==> src/design/timer_watchdog_pkg.sv <==
// Functional notes
// [RQ1] two 8-bit prescalers: timer and watchdog
// [RQ2] timer ratio field in core control
// [RQ3] watchdog ratio field in watchdog control
// [RQ4] timer write clears timer prescaler
// [RQ5] clear or sleep instruction clears watchdog
// [RQ6] timer counter is 8-bit read/write
// [RQ7] timer clock internal or external pin
// [RQ8] external mode counts selected pin edge
// [RQ9] pin phases exceed one internal clock
// [RQ10] internal clock period is fosc/2
// [RQ11] internal timer stops during sleep
// [RQ12] watchdog runs from own base, sleep too
// [RQ13] enabled watchdog time-out resets device
// [RQ14] software enables watchdog any time
// [RQ15] bypassed time-out about 18 ms
// [RQ16] source select: sub clock or fosc
// [RQ17] bits 4 and 5 pick source, edge
// [RQ18] device reset clears watchdog and prescaler
// [RQ19] ratio field divides by 2^(n+1)
// [RQ20] timer wraps, sets clearable overflow flag
package timer_watchdog_pkg;

   // register offsets on the plain register port
   localparam logic [3:0] CORE_CTRL_ADDR = 4'h0;
   localparam logic [3:0] TIMER_ADDR     = 4'h1;
   localparam logic [3:0] WDOG_CTRL_ADDR = 4'h2;
   localparam logic [3:0] MODE_ADDR      = 4'h3;
   localparam logic [3:0] STATUS_ADDR    = 4'h4;

   // field positions
   localparam int RATIO_LSB      = 0;
   localparam int EXT_SRC_BIT    = 4;
   localparam int FALL_EDGE_BIT  = 5;
   localparam int WD_BYPASS_BIT  = 3;
   localparam int WD_ENABLE_BIT  = 4;
   localparam int SRC_SELECT_BIT = 6;
   localparam int OVF_BIT        = 0;
   localparam int SLEEP_BIT      = 1;

   // values after reset
   localparam logic [7:0] CORE_CTRL_RESET = 8'h00;
   localparam logic [7:0] WDOG_CTRL_RESET = 8'h00;
   localparam logic [7:0] MODE_RESET      = 8'h00;
   localparam logic [7:0] TIMER_RESET     = 8'h00;

   // timing
   localparam int CLK_FREQ_HZ      = 50_000_000;
   localparam int SUB_FREQ_HZ      = 16_000;
   localparam int SUB_DIV_CYCLES   = CLK_FREQ_HZ / SUB_FREQ_HZ;
   localparam int FOSC_HALF_CYCLES = 2;
   localparam int WDOG_TIMEOUT_US  = 18_000;
   localparam int WDOG_TIMEOUT_TICKS = WDOG_TIMEOUT_US * (SUB_FREQ_HZ / 1000) / 1000;
   localparam int WDOG_CNT_W       = 9;

   // ratio n selects divide by 2^(n+1)
   function automatic logic [7:0] ratio_mask(input logic [2:0] ratio);
      ratio_mask = 8'((9'h002 << ratio) - 9'h001);
   endfunction

endpackage

==> src/design/ratio_prescaler.sv <==
`timescale 1ns/1ps
`default_nettype none
module ratio_prescaler (
   // clock and reset
   input  wire logic       clock,
   input  wire logic       arst_n,
   // control
   input  wire logic       clear,
   input  wire logic [2:0] ratio,
   // ticks
   input  wire logic       tick_in,
   output logic            tick_out,
   output logic [7:0]      count
);
   logic [7:0] count_reg;
   logic [7:0] count_next;

   // 8-bit divider; clear beats a tick in the same cycle
   always_comb begin
      count_next = count_reg;
      if (clear) begin
         count_next = 8'h00;
      end else if (tick_in) begin
         count_next = count_reg + 8'h01;
      end
   end

   always_ff @(posedge clock or negedge arst_n) begin
      if (!arst_n) begin
         count_reg <= 8'h00;
      end else begin
         count_reg <= count_next;
      end
   end

   // pass every 2^(n+1)th input tick
   assign tick_out = tick_in && !clear
                     && ((count_reg & timer_watchdog_pkg::ratio_mask(ratio))
                         == timer_watchdog_pkg::ratio_mask(ratio)); // RQ19
   assign count = count_reg;
endmodule
`default_nettype wire

==> src/design/pin_edge_detect.sv <==
`timescale 1ns/1ps
`default_nettype none
module pin_edge_detect (
   // clock and reset
   input  wire logic clock,
   input  wire logic arst_n,
   // pin and edge choice
   input  wire logic pin,
   input  wire logic falling,
   // one-cycle edge pulse
   output logic      edge_pulse
);
   logic prev_reg;
   logic prev_next;

   // pin is synchronous; one flop of history is enough
   always_comb begin
      prev_next = pin;
   end

   always_ff @(posedge clock or negedge arst_n) begin
      if (!arst_n) begin
         prev_reg <= 1'b0;
      end else begin
         prev_reg <= prev_next;
      end
   end

   assign edge_pulse = falling ? (prev_reg && !pin) : (!prev_reg && pin); // RQ8
endmodule
`default_nettype wire

==> src/design/timer_watchdog_prescale.sv <==
`timescale 1ns/1ps
`default_nettype none
module timer_watchdog_prescale #(
   parameter int SUB_DIV = timer_watchdog_pkg::SUB_DIV_CYCLES
) (
   // clock and reset
   input  wire logic       clock,
   input  wire logic       arst_n,
   // register port
   input  wire logic [3:0] addr,
   input  wire logic [7:0] wdata,
   input  wire logic       wr,
   input  wire logic       rd,
   output logic [7:0]      rdata,
   // instructions from the core
   input  wire logic       watchdog_clear_instruction,
   input  wire logic       sleep_instruction,
   input  wire logic       wake,
   // external counter pin
   input  wire logic       counter_pin,
   // outputs
   output logic            device_reset,
   output logic            sleeping
);
   // last watchdog count before the wrap, last sub divider count
   localparam logic [8:0] WD_LAST = 9'(timer_watchdog_pkg::WDOG_TIMEOUT_TICKS - 1);
   localparam logic [11:0] SUB_LAST = 12'(SUB_DIV - 1);

   // register state and next values
   logic [7:0]  core_control_register, core_next;
   logic [7:0]  wdog_ctrl_reg, wdog_ctrl_next;
   logic [7:0]  mode_reg, mode_next;
   logic [7:0]  timer_counter, timer_next;
   logic        ovf_reg, ovf_next;
   logic        sleep_reg, sleep_next;
   logic [7:0]  rdata_reg, rdata_next;
   logic [11:0] sub_cnt_reg, sub_cnt_next;
   logic        half_reg, half_next;
   logic [8:0]  wd_cnt_reg, wd_cnt_next;
   logic        wd_rst_reg, wd_rst_next;

   logic        sub_tick, fosc_tick, pin_edge, src_tick;
   logic        timer_tick, timer_write, tpre_clear;
   logic        wd_pre_tick, wd_tick, wd_clear, wd_wrap;
   logic [7:0]  tpre_count, wpre_count;

   logic [2:0]  timer_ratio_field;
   logic [2:0]  watchdog_ratio_field;
   logic        watchdog_enable_bit;
   logic        timer_source_select;

   // fields picked out of the control registers
   assign timer_ratio_field    = core_control_register[2:0]; // RQ2
   assign watchdog_ratio_field = wdog_ctrl_reg[2:0]; // RQ3
   assign watchdog_enable_bit  = wdog_ctrl_reg[timer_watchdog_pkg::WD_ENABLE_BIT];
   assign timer_source_select  = mode_reg[timer_watchdog_pkg::SRC_SELECT_BIT];

   // sub clock and fosc/2 ticks; the sub tick stands in for the rc base
   always_comb begin
      sub_cnt_next = (sub_cnt_reg == SUB_LAST) ? 12'h000 : sub_cnt_reg + 12'h001;
      half_next    = !half_reg; // RQ10
   end
   assign sub_tick  = (sub_cnt_reg == SUB_LAST); // RQ12
   assign fosc_tick = half_reg; // RQ10

   always_ff @(posedge clock or negedge arst_n) begin
      if (!arst_n) begin
         sub_cnt_reg <= 12'h000;
         half_reg    <= 1'b0;
      end else begin
         sub_cnt_reg <= sub_cnt_next;
         half_reg    <= half_next;
      end
   end

   pin_edge_detect u_edge (
      .clock      (clock),
      .arst_n     (arst_n),
      .pin        (counter_pin),
      .falling    (core_control_register[timer_watchdog_pkg::FALL_EDGE_BIT]),
      .edge_pulse (pin_edge)
   );

   // source choice; internal ticks stop in sleep, pin edges do not
   always_comb begin
      if (core_control_register[timer_watchdog_pkg::EXT_SRC_BIT]) begin // RQ17
         src_tick = pin_edge; // RQ7
      end else begin
         src_tick = (timer_source_select ? fosc_tick : sub_tick) && !sleep_reg; // RQ11 RQ16
      end
   end

   // a timer write also restarts its prescaler
   assign timer_write = wr && (addr == timer_watchdog_pkg::TIMER_ADDR);
   assign tpre_clear  = timer_write; // RQ4

   ratio_prescaler u_timer_pre (
      .clock    (clock),
      .arst_n   (arst_n),
      .clear    (tpre_clear),
      .ratio    (timer_ratio_field),
      .tick_in  (src_tick),
      .tick_out (timer_tick),
      .count    (tpre_count)
   ); // RQ1

   // watchdog prescaler may be bypassed by software
   assign wd_clear = watchdog_clear_instruction || sleep_instruction || wd_rst_reg; // RQ5 RQ18

   ratio_prescaler u_wdog_pre (
      .clock    (clock),
      .arst_n   (arst_n),
      .clear    (wd_clear),
      .ratio    (watchdog_ratio_field),
      .tick_in  (sub_tick),
      .tick_out (wd_pre_tick),
      .count    (wpre_count)
   ); // RQ1

   // bypass hands sub ticks straight to the counter; a clear still wins
   assign wd_tick = wdog_ctrl_reg[timer_watchdog_pkg::WD_BYPASS_BIT]
                    ? (sub_tick && !wd_clear) : wd_pre_tick; // RQ15
   assign wd_wrap = wd_tick && (wd_cnt_reg == WD_LAST);

   // registers, timer, watchdog and sleep state
   always_comb begin
      core_next      = core_control_register;
      wdog_ctrl_next = wdog_ctrl_reg;
      mode_next      = mode_reg;
      timer_next     = timer_counter;
      ovf_next       = ovf_reg;
      sleep_next     = sleep_reg;
      wd_cnt_next    = wd_cnt_reg;
      wd_rst_next    = 1'b0;
      rdata_next     = 8'h00;
      if (wr) begin
         case (addr)
            timer_watchdog_pkg::CORE_CTRL_ADDR: core_next = wdata;
            timer_watchdog_pkg::WDOG_CTRL_ADDR: wdog_ctrl_next = wdata; // RQ14
            timer_watchdog_pkg::MODE_ADDR: mode_next = wdata;
            timer_watchdog_pkg::STATUS_ADDR: begin
               if (wdata[timer_watchdog_pkg::OVF_BIT]) begin
                  ovf_next = 1'b0;
               end
            end
            default: ;
         endcase
      end
      // a write beats a tick in the same cycle
      if (timer_write) begin
         timer_next = wdata; // RQ6
      end else if (timer_tick) begin
         timer_next = timer_counter + 8'h01; // RQ8
         if (timer_counter == 8'hff) begin
            ovf_next = 1'b1; // RQ20
         end
      end
      // sleep is left by wake or by a watchdog reset
      if (sleep_instruction) begin
         sleep_next = 1'b1;
      end else if (wake) begin
         sleep_next = 1'b0;
      end
      // watchdog keeps counting in sleep; only enabled wraps reset
      if (wd_clear) begin
         wd_cnt_next = 9'h000; // RQ5
      end else if (wd_tick) begin
         wd_cnt_next = wd_wrap ? 9'h000 : wd_cnt_reg + 9'h001; // RQ12
         wd_rst_next = wd_wrap && watchdog_enable_bit; // RQ13
      end
      if (wd_rst_reg) begin
         sleep_next = 1'b0;
      end
      // registered read data stands only in the cycle after rd
      if (rd) begin
         case (addr)
            timer_watchdog_pkg::CORE_CTRL_ADDR: rdata_next = core_control_register;
            timer_watchdog_pkg::TIMER_ADDR: rdata_next = timer_counter; // RQ6
            timer_watchdog_pkg::WDOG_CTRL_ADDR: rdata_next = wdog_ctrl_reg;
            timer_watchdog_pkg::MODE_ADDR: rdata_next = mode_reg;
            timer_watchdog_pkg::STATUS_ADDR: begin
               rdata_next[timer_watchdog_pkg::OVF_BIT]   = ovf_reg;
               rdata_next[timer_watchdog_pkg::SLEEP_BIT] = sleep_reg;
            end
            default: rdata_next = 8'h00;
         endcase
      end
   end

   // device reset clears the watchdog path as well
   always_ff @(posedge clock or negedge arst_n) begin
      if (!arst_n) begin
         core_control_register <= timer_watchdog_pkg::CORE_CTRL_RESET;
         wdog_ctrl_reg         <= timer_watchdog_pkg::WDOG_CTRL_RESET;
         mode_reg              <= timer_watchdog_pkg::MODE_RESET;
         timer_counter         <= timer_watchdog_pkg::TIMER_RESET;
         ovf_reg               <= 1'b0;
         sleep_reg             <= 1'b0;
         wd_cnt_reg            <= 9'h000; // RQ18
         wd_rst_reg            <= 1'b0;
         rdata_reg             <= 8'h00;
      end else begin
         core_control_register <= core_next;
         wdog_ctrl_reg         <= wdog_ctrl_next;
         mode_reg              <= mode_next;
         timer_counter         <= timer_next;
         ovf_reg               <= ovf_next;
         sleep_reg             <= sleep_next;
         wd_cnt_reg            <= wd_cnt_next;
         wd_rst_reg            <= wd_rst_next;
         rdata_reg             <= rdata_next;
      end
   end

   // outputs straight from flops
   assign rdata        = rdata_reg;
   assign device_reset = wd_rst_reg;
   assign sleeping     = sleep_reg;

   // checks
   timer_write_a: assert property (@(posedge clock) disable iff (!arst_n) // RQ6
      timer_write |=> timer_counter == $past(wdata) && tpre_count == 8'h00)
      else $error("timer write not loaded");
   prescale_clear_a: assert property (@(posedge clock) disable iff (!arst_n) // RQ4
      timer_write |=> tpre_count == 8'h00)
      else $error("timer prescaler not cleared");
   wd_clear_a: assert property (@(posedge clock) disable iff (!arst_n) // RQ5
      (watchdog_clear_instruction || sleep_instruction)
      |=> wd_cnt_reg == 9'h000 && wpre_count == 8'h00)
      else $error("watchdog not cleared");
   sleep_stop_a: assert property (@(posedge clock) disable iff (!arst_n) // RQ11
      sleep_reg && !core_control_register[timer_watchdog_pkg::EXT_SRC_BIT] && !wr
      |=> $stable(timer_counter))
      else $error("internal timer ran in sleep");
   wd_reset_a: assert property (@(posedge clock) disable iff (!arst_n) // RQ13
      device_reset |-> $past(watchdog_enable_bit) && $past(wd_cnt_reg) == WD_LAST)
      else $error("watchdog reset without time-out");
   wd_enable_a: assert property (@(posedge clock) disable iff (!arst_n) // RQ14
      wr && addr == timer_watchdog_pkg::WDOG_CTRL_ADDR
      |=> watchdog_enable_bit == $past(wdata[timer_watchdog_pkg::WD_ENABLE_BIT]))
      else $error("watchdog enable not written");
   overflow_set_a: assert property (@(posedge clock) disable iff (!arst_n) // RQ20
      timer_tick && !timer_write && timer_counter == 8'hff
      |=> timer_counter == 8'h00 && ovf_reg)
      else $error("overflow not flagged");
   half_clock_a: assert property (@(posedge clock) disable iff (!arst_n) // RQ10
      fosc_tick |=> !fosc_tick ##1 fosc_tick)
      else $error("fosc/2 tick spacing wrong");
   ext_count_a: assert property (@(posedge clock) disable iff (!arst_n) // RQ8
      !timer_write && !timer_tick |=> $stable(timer_counter))
      else $error("timer moved without tick");

   // register port read path
   rdata_idle_a: assert property (@(posedge clock) disable iff (!arst_n) // RQ6
      !rd |=> rdata == 8'h00)
      else $error("read data not idle");
   read_timer_a: assert property (@(posedge clock) disable iff (!arst_n) // RQ6
      rd && addr == timer_watchdog_pkg::TIMER_ADDR
      |=> rdata == $past(timer_counter))
      else $error("timer read wrong");

   // overflow flag is sticky until software clears it; a set wins
   ovf_sticky_a: assert property (@(posedge clock) disable iff (!arst_n) // RQ20
      ovf_reg && !(wr && addr == timer_watchdog_pkg::STATUS_ADDR
                   && wdata[timer_watchdog_pkg::OVF_BIT])
      |=> ovf_reg)
      else $error("overflow flag lost");
   ovf_clear_a: assert property (@(posedge clock) disable iff (!arst_n) // RQ20
      wr && addr == timer_watchdog_pkg::STATUS_ADDR && wdata[timer_watchdog_pkg::OVF_BIT]
      && !(timer_tick && timer_counter == 8'hff)
      |=> !ovf_reg)
      else $error("overflow flag not cleared");

   // sleep entry and exit
   sleep_enter_a: assert property (@(posedge clock) disable iff (!arst_n) // RQ11
      sleep_instruction && !wd_rst_reg |=> sleeping)
      else $error("sleep not entered");
   wake_leave_a: assert property (@(posedge clock) disable iff (!arst_n) // RQ11
      wake && !sleep_instruction |=> !sleeping)
      else $error("sleep not left");

   // watchdog counting, time-out and the reset that follows
   bypass_count_a: assert property (@(posedge clock) disable iff (!arst_n) // RQ15
      wdog_ctrl_reg[timer_watchdog_pkg::WD_BYPASS_BIT] && sub_tick && !wd_clear
      && wd_cnt_reg != WD_LAST
      |=> wd_cnt_reg == $past(wd_cnt_reg) + 9'h001)
      else $error("bypassed watchdog missed a sub tick");
   timeout_reset_a: assert property (@(posedge clock) disable iff (!arst_n) // RQ13
      wd_wrap && watchdog_enable_bit |=> device_reset)
      else $error("enabled time-out gave no reset");
   reset_clears_a: assert property (@(posedge clock) disable iff (!arst_n) // RQ18
      device_reset |=> wd_cnt_reg == 9'h000 && wpre_count == 8'h00 && !sleeping)
      else $error("device reset left watchdog running");

   // main scenarios
   wd_timeout_c: cover property (@(posedge clock) disable iff (!arst_n) device_reset);
   timer_wrap_c: cover property (@(posedge clock) disable iff (!arst_n)
      timer_tick && timer_counter == 8'hff);
   sleep_ext_c: cover property (@(posedge clock) disable iff (!arst_n)
      sleep_reg && pin_edge);
   ovf_clear_c: cover property (@(posedge clock) disable iff (!arst_n)
      wr && addr == timer_watchdog_pkg::STATUS_ADDR && ovf_reg);
endmodule
`default_nettype wire

==> config.mk <==
export PLATFORM = sky130hd
export DESIGN_NAME = timer_watchdog_prescale
export DESIGN_NICKNAME = d
export VERILOG_FILES = /design/src/design/timer_watchdog_pkg.sv /design/src/design/ratio_prescaler.sv /design/src/design/pin_edge_detect.sv /design/src/design/timer_watchdog_prescale.sv
export SDC_FILE = /design/constraint.sdc
export NUM_CORES = 1
export LEC_CHECK = 0
export BUFFER_PORTS_ARGS = -buffer_cell sky130_fd_sc_hd__buf_4
export CAP_MARGIN = 20
export CORE_AREA = 5 5 165 88
export DETAILED_ROUTE_END_ITERATION = 6
export DIE_AREA = 0 0 170 93
export PLACE_DENSITY = 0.51
export SETUP_SLACK_MARGIN = 0.1
export SLEW_MARGIN = 20
export SYNTH_ARGS = -nofsm -noshare
export SYNTH_HDL_FRONTEND = slang
export SYNTH_SLANG_ARGS = --single-unit
==> constraint.sdc <==
create_clock -name clock -period 2.4 [get_ports clock]
set_input_delay 0.12 -clock clock [delete_from_list [all_inputs] [get_ports clock]]
set_output_delay 0.12 -clock clock [all_outputs]
set_load 0.005 [all_outputs]
==> Word level (Yosys, flattened, before mapping) <==
Cells that the tools add are included.
{ "classes": {"addsub": 7, "eq_ne": 9, "shifts": 2, "n_mux": 28, "bitwise": 2, "n_reduce_logical": 27} }
{ "op_table": {"columns": ["operator", "n"], "rows": [
  ["$mux 8", 7],
  ["$mux 9", 3],
  ["$add 8x1->8 const B", 3],
  ["$pmux 6 s4", 1],
  ["$and 8x8->8", 2],
  ["$eq 8x8->1", 2],
  ["$shl 2x3->8 const A", 2],
  ["$sub 8x1->8 const B", 2],
  ["$mux 1", 15],
  ["$add 12x1->12 const B", 1],
  ["$eq 12x12->1 const B", 1],
  ["$mux 12", 1],
  ["$logic_and 1x1->1", 10],
  ["$pmux 2 s5", 1],
  ["$add 9x1->9 const B", 1],
  ["$eq 9x9->1 const B", 1],
  ["$eq 4x2->1 const B", 2],
  ["$eq 8x8->1 const B", 1],
  ["$reduce_bool 2->1", 4],
  ["$logic_not 1->1", 6],
  ["$reduce_and 2->1", 3],
  ["$eq 4x1->1 const B", 1],
  ["$eq 4x3->1 const B", 1],
  ["$logic_not 4->1", 1],
  ["other kinds (2)", 3]
]} }
{ "totals": {"regBits": 82, "input_bits": 20, "out_inout_bits": 10, "word_cells": 89} }

==> Longest topological paths before layout <==
{ "logic_depth": {"depth_word": 10, "depth_mapped": 10, "mapped_depth_nobuf": 9} }

==> Cells and area by module <==
From an unflattened synthesis, not the netlist that was laid out.
{ "unflattened": {"cells_unflattened": 391, "hier_area_um2": 4177.8} }
{ "by_module_without_submodules": {"columns": ["module", "n_inst", "cells_each", "area_per_inst_um2", "seq_area_each_um2"], "rows": [
  ["timer_watchdog_prescale", 1, 273, 3089.2, 1626.6],
  ["ratio_prescaler", 2, 57, 520.5, 200.2],
  ["pin_edge_detect", 1, 4, 47.5, 25.0]
]} }

==> Worst setup path after synthesis <==
OpenSTA, ideal clock, no wires.
{ "synth_timing": {"path_type": "reg-to-reg", "startpoint": "register core_control_register[2]", "endpoint": "register timer_counter[2]", "setup_time_ns": 0.065, "t_arrival_ns": 2.256, "t_required_ns": 2.335, "slack_ns": 0.079, "path_stages_with_launch": 9, "n_path_buf": 1, "path_cell_list": "dfrtp_1 -> clkbuf_1 -> or3_1 -> ha_1 -> o211ai_1 -> o221ai_1 -> nor3_4 -> mux2_2 -> nand2_1"} }
{ "synth_between": {"elab_chain_len": 6} }
{ "synth_rtl": {"columns": ["item", "line_no", "source"], "rows": [
  ["from (decl)", "timer_watchdog_prescale.sv:30", "logic [7:0] core_control_register, core_next;"],
  ["from (signal assigned)", "timer_watchdog_prescale.sv:193", "core_control_register <= timer_watchdog_pkg::CORE_CTRL_RESET;"],
  ["from (signal assigned)", "timer_watchdog_prescale.sv:203", "core_control_register <= core_next;"],
  ["$shl 2x3->8 (*)", "timer_watchdog_pkg.sv:58", "ratio_mask = 8'((9'h002 << ratio) - 9'h001);"],
  ["$sub 8x1->8 (*)", "timer_watchdog_pkg.sv:58", null],
  ["$and 8x8->8", "ratio_prescaler.sv:38", "&& ((count_reg & timer_watchdog_pkg::ratio_mask(ratio))"],
  ["$eq 8x8->1 (*)", "ratio_prescaler.sv:39", "== timer_watchdog_pkg::ratio_mask(ratio));"],
  ["$logic_and 1x1->1 (*)", "ratio_prescaler.sv:38", null],
  ["$reduce_bool 2->1 (no source line) (*)", null, null],
  ["to (signal assigned)", "timer_watchdog_prescale.sv:196", "timer_counter <= timer_watchdog_pkg::TIMER_RESET;"],
  ["to (signal assigned)", "timer_watchdog_prescale.sv:206", "timer_counter <= timer_next;"],
  ["to (decl)", "timer_watchdog_prescale.sv:33", "logic [7:0] timer_counter, timer_next;"]
]} }
Mark *: on every way between the ends. The rest lies on a longest branch, timed or not.
A chain may end at the register's enable or synchronous reset.

==> Worst setup path in the final report <==
{ "layout_timing": {"startpoint": "register sub_cnt_reg[7]", "endpoint": "register u_timer_pre.count_reg[3] (netlist: u_timer_pre.count[3])"} }
{ "layout_between": {"elab_chain_len": 5} }
{ "layout_rtl": {"columns": ["item", "line_no", "source"], "rows": [
  ["from (decl)", "timer_watchdog_prescale.sv:37", "logic [11:0] sub_cnt_reg, sub_cnt_next;"],
  ["from (signal assigned)", "timer_watchdog_prescale.sv:71", "sub_cnt_reg <= sub_cnt_next;"],
  ["$eq 12x12->1", "timer_watchdog_prescale.sv:63", "assign sub_tick = (sub_cnt_reg == SUB_LAST);"],
  ["$mux 1", "timer_watchdog_prescale.sv:89", "src_tick = (timer_source_select ? fosc_tick : sub_tick) && !sleep_reg;"],
  ["$logic_and 1x1->1", "timer_watchdog_prescale.sv:89", null],
  ["$mux 1", "timer_watchdog_prescale.sv:86", "if (core_control_register[timer_watchdog_pkg::EXT_SRC_BIT]) begin"],
  ["$reduce_bool 2->1 (no source line)", null, null],
  ["to (signal assigned)", "ratio_prescaler.sv:32", "count_reg <= count_next;"],
  ["to (decl)", "ratio_prescaler.sv:15", "logic [7:0] count_reg;"]
]} }
No other way between the ends.

==> summary.md <==
| Metric | Value |
|---|---|
| DRT Wirelength | 11050 um |
| Max VDD drop | 0.0003532 V |
| Number of global-route vias before repair | 3149 |
| P&R area growth vs syn | 25.04% |
| Final Power | 3965 uW |
| I/O pin cnt | 30 |
| Initial antenna violation count | 0 |
| CTS buffer count | 9 |
| Max H-tree Level | 3 |
| CP Cell Sequence | or4b_4, nor4_4, o21ai_4, buf_4, or3_2, a21oi_1 |
| WP data required | 2670 ps |
| Overall die width | 170 um |
| Layout cells sized above 1 | 0.2821 |
| First-pass GRT wire length | 17050 um |
| LEAKAGE | 0.002285 uW |
| DRC | 0 |
| Status | complete, no violations |
| Total track usage | 0.1389 |
| MaxCap Viol Count | 0 |
| Most Used Layer, Global Route | met1 |
| Comb power frac | 0.203 |
| Area after DPL | 4783 um2 |
| Vias | 3333 |
| NetSw | 1127 uW |
| Layout Utilization | 0.4087 |
| DR WL/cell | 16.97 um |
| Final hold violations | 0 |
| Crit share post-route | 0.9490 |
| Design area | 5324 um2 |
| IO buf count | 29 |
| Routed vias/inst | 5.120 |
| Global placer's final weighted congestion | 0.8354 |
| Main combinational cell family by area after synthesis | simple AND/OR/NAND/NOR gates |
| Setup TNS Final | 0 ps |
| Worst-skew pair later-pin latency | 340 ps |
| Yosys warnings | 0 |
| Tmin final | 2277 ps |
| Synth cell types | 55 |
| Most common cell after layout, fill and taps aside | dfrtp_1 |
| Met2 Usage GRT | 0.1751 |
| Area of the multi-input gates | 2192 um2 |
| Synth Area in Compound Gates | 0.1023 |
| Mapped Area | 4258 um2 |
| Max stage delay on crit path | 570 ps |
| RSZ-0062 raised after global routing | true |
| Filler instances | 1280 |
| Reg area | 2052 um2 |
| Die area | 15810 um2 |
| Initial Util | 0.3269 |
| Met3 usage | 0.04223 |
| Post-DRT Antenna Nets | 0 |
| Synthesized net count | 444 |
| Post-Synth Adder-Cell Area | 0.02057 |
| Final Setup Violations | 0 |
| Mux share of post-synthesis cell area | 0.09139 |
| # diodes | 0 |
| CP endpoint kind | flip-flop |
| Clk root buf | clkbuf_16 |
| Clock power share | 0.366 |
| Power per cell area | 744.8 nW/um2 |
| Die extent in y | 93 um |
| Cell-internal power | 2838 uW |
| Clock sinks | 82 |
| Syn Area/Cell | 10.21 um2 |
| Prevailing post-synth register cell | dfrtp_1 |
| Initial DRC count | 190 |
| DRT Pass-1 Iters | 4 |
| Mapped Cells | 417 |
| Synth Area in Simple Gates | 0.2157 |
| Total gr overflow | 0 |
| Switching part of the total power | 0.2843 |
| Max-slew violation count | 0 |
| Flop pwr share | 0.431 |
| # rows | 30 |
| Core Area | 13030 um2 |
| Crit Path Category | flip-flop to flip-flop |
| Fmax | 0.4391 GHz |
| Number of synthesized flops with an enable pin | 0 |
| CTS tree | done |
| Most frequent cells in the layout | 82 x dfrtp_1, 55 x buf_4, 43 x nor2_1 |
| Register bit count reported by yosys | 82 |
| Final hold slack | 28.41 ps |
| Register area share after synthesis | 0.4819 |
| Clock Path Buffers | 2 |
| Worst Hold Class | input port to flip-flop |
| Arrival time at the worst endpoint | 2540 ps |
| Worst slew pin tran | 808.2 ps |
| GR Util met1 | 0.2258 |
| Async set-reset flop share out of synthesis | 1.000 |
| Max FFs per register | 12 |
| Clock Skews | 5.284 ps |
| # nets final | 498 |
| Startpoint Class | flip-flop |
| Clock transition at the registers of the reported paths | 60 ps |
| CP max FO | 4 |
| Worst path slowest cell | or4b_4 |
| Slew HR | 0.4612 |
| XOR/XNOR Fraction of Synth Area | 0.05554 |
| Pin count of the biggest net entering global routing | 43 |
| Final HPWL DP | 7674 um |
[cell families (layout without fill, tap and decap cells)]
logic type                 count (synthesis)  in the layout
adders and majority gates                  7              7
DFF                                       82             82
xor gates and xnor gates                  27             27
muxes                                     32             32
AOI/OAI and AO/OA                         69             69
and+or+nand+nor                          165            167
buffers and inverters                     35             91
[power groups by stage]
stage          clock (uW)  combinational, uW  sequential [uW]
3_3_place_gp            0                741             1720
3_5_place_dp            0                751             1730
4_1_cts              1490                765             1700
2_1_floorplan           0                517             1670
6_report             1450                804             1710
5_1_grt              1550                896             1730
[Yosys cell counts (3+ instances only)]
cell type | count | share of area
mux2_2 | 25 | 0.066
nor2_1 | 43 | 0.038
a211oi_1 | 4 | 0.0071
nand2_1 | 29 | 0.026
nor3_1 | 7 | 0.0082
nor2b_1 | 8 | 0.012
a22oi_1 | 3 | 0.0053
ha_1 | 7 | 0.021
a311oi_1 | 3 | 0.0062
or3_1 | 5 | 0.0073
dfrtp_1 | 82 | 0.48
a31oi_1 | 3 | 0.0044
o21ai_0 | 11 | 0.013
xnor2_1 | 14 | 0.029
a31o_2 | 3 | 0.0062
a21oi_1 | 21 | 0.025
and3_1 | 7 | 0.010
xor2_1 | 13 | 0.027
inv_1 | 15 | 0.013
mux2i_1 | 4 | 0.0094
nand3_1 | 22 | 0.026
mux4_2 | 3 | 0.016
clkbuf_1 | 17 | 0.015
nand4_1 | 10 | 0.015
o31ai_1 | 8 | 0.014
o211ai_1 | 4 | 0.0071
nor3b_1 | 3 | 0.0053
o21ai_1 | 3 | 0.0035
or4_1 | 8 | 0.014
[critical path, delay by kind of cell, from the launching register on]
family          cells  cell delay, ps
compound gates      2             280
buf+inv             1             170
flops               1             380
simple gates        3            1380
[layout make-up]
cell class                      count  share of cell area
Clock buffer                       10             0.04301
Sequential cell                    82              0.3854
Tap cell                          176             0.04136
Inverter                           15             0.01058
Timing Repair Buffer               61             0.09283
Clock inverter                      5             0.01504
Multi-Input combinational cell    302              0.4118
[layer usage]
metal / up-vias / part of all wire / wire, um
li1: 1612 / - / -
met1: 1620 / 0.53 / 5904
met2: 90 / 0.39 / 4267
met3: 11 / 0.073 / 811
met4: 0 / 0.0061 / 67
met5: - / 0 / 0
[metrics by stage]
step                setup slack [ps]  instances
finish                         122.5        651
floorplan                      113.2        417
detailed placement            -14.84        623
CTS                            76.01        643
global route                   35.50        651
global placement               42.44        623
[worst paths after layout]
check,from,endpoint,slack (ps),cells after the start
max,sub_cnt_reg[7],u_timer_pre.count[3],120,6
min,wdata[4],timer_counter[4],30,3
max reg2reg,sub_cnt_reg[7],u_timer_pre.count[3],120,6
min reg2reg,fosc_tick,fosc_tick,420,1
max in group asynchronous,arst_n,timer_counter[0],1460,3
min in group asynchronous,arst_n,sub_cnt_reg[0],320,2
[what timing repair did]
action / CTS / global route
gates resized for setup: 0 / 26
hold buffers: 3 / 0
cloned: 0 / 2
pin swaps: 2 / 8
endpoints found under the setup margin: 16 / 21
endpoints found under the hold margin: 42 / 0
buffers inserted: 2 / 6
(Power assumes the default switching activity.)
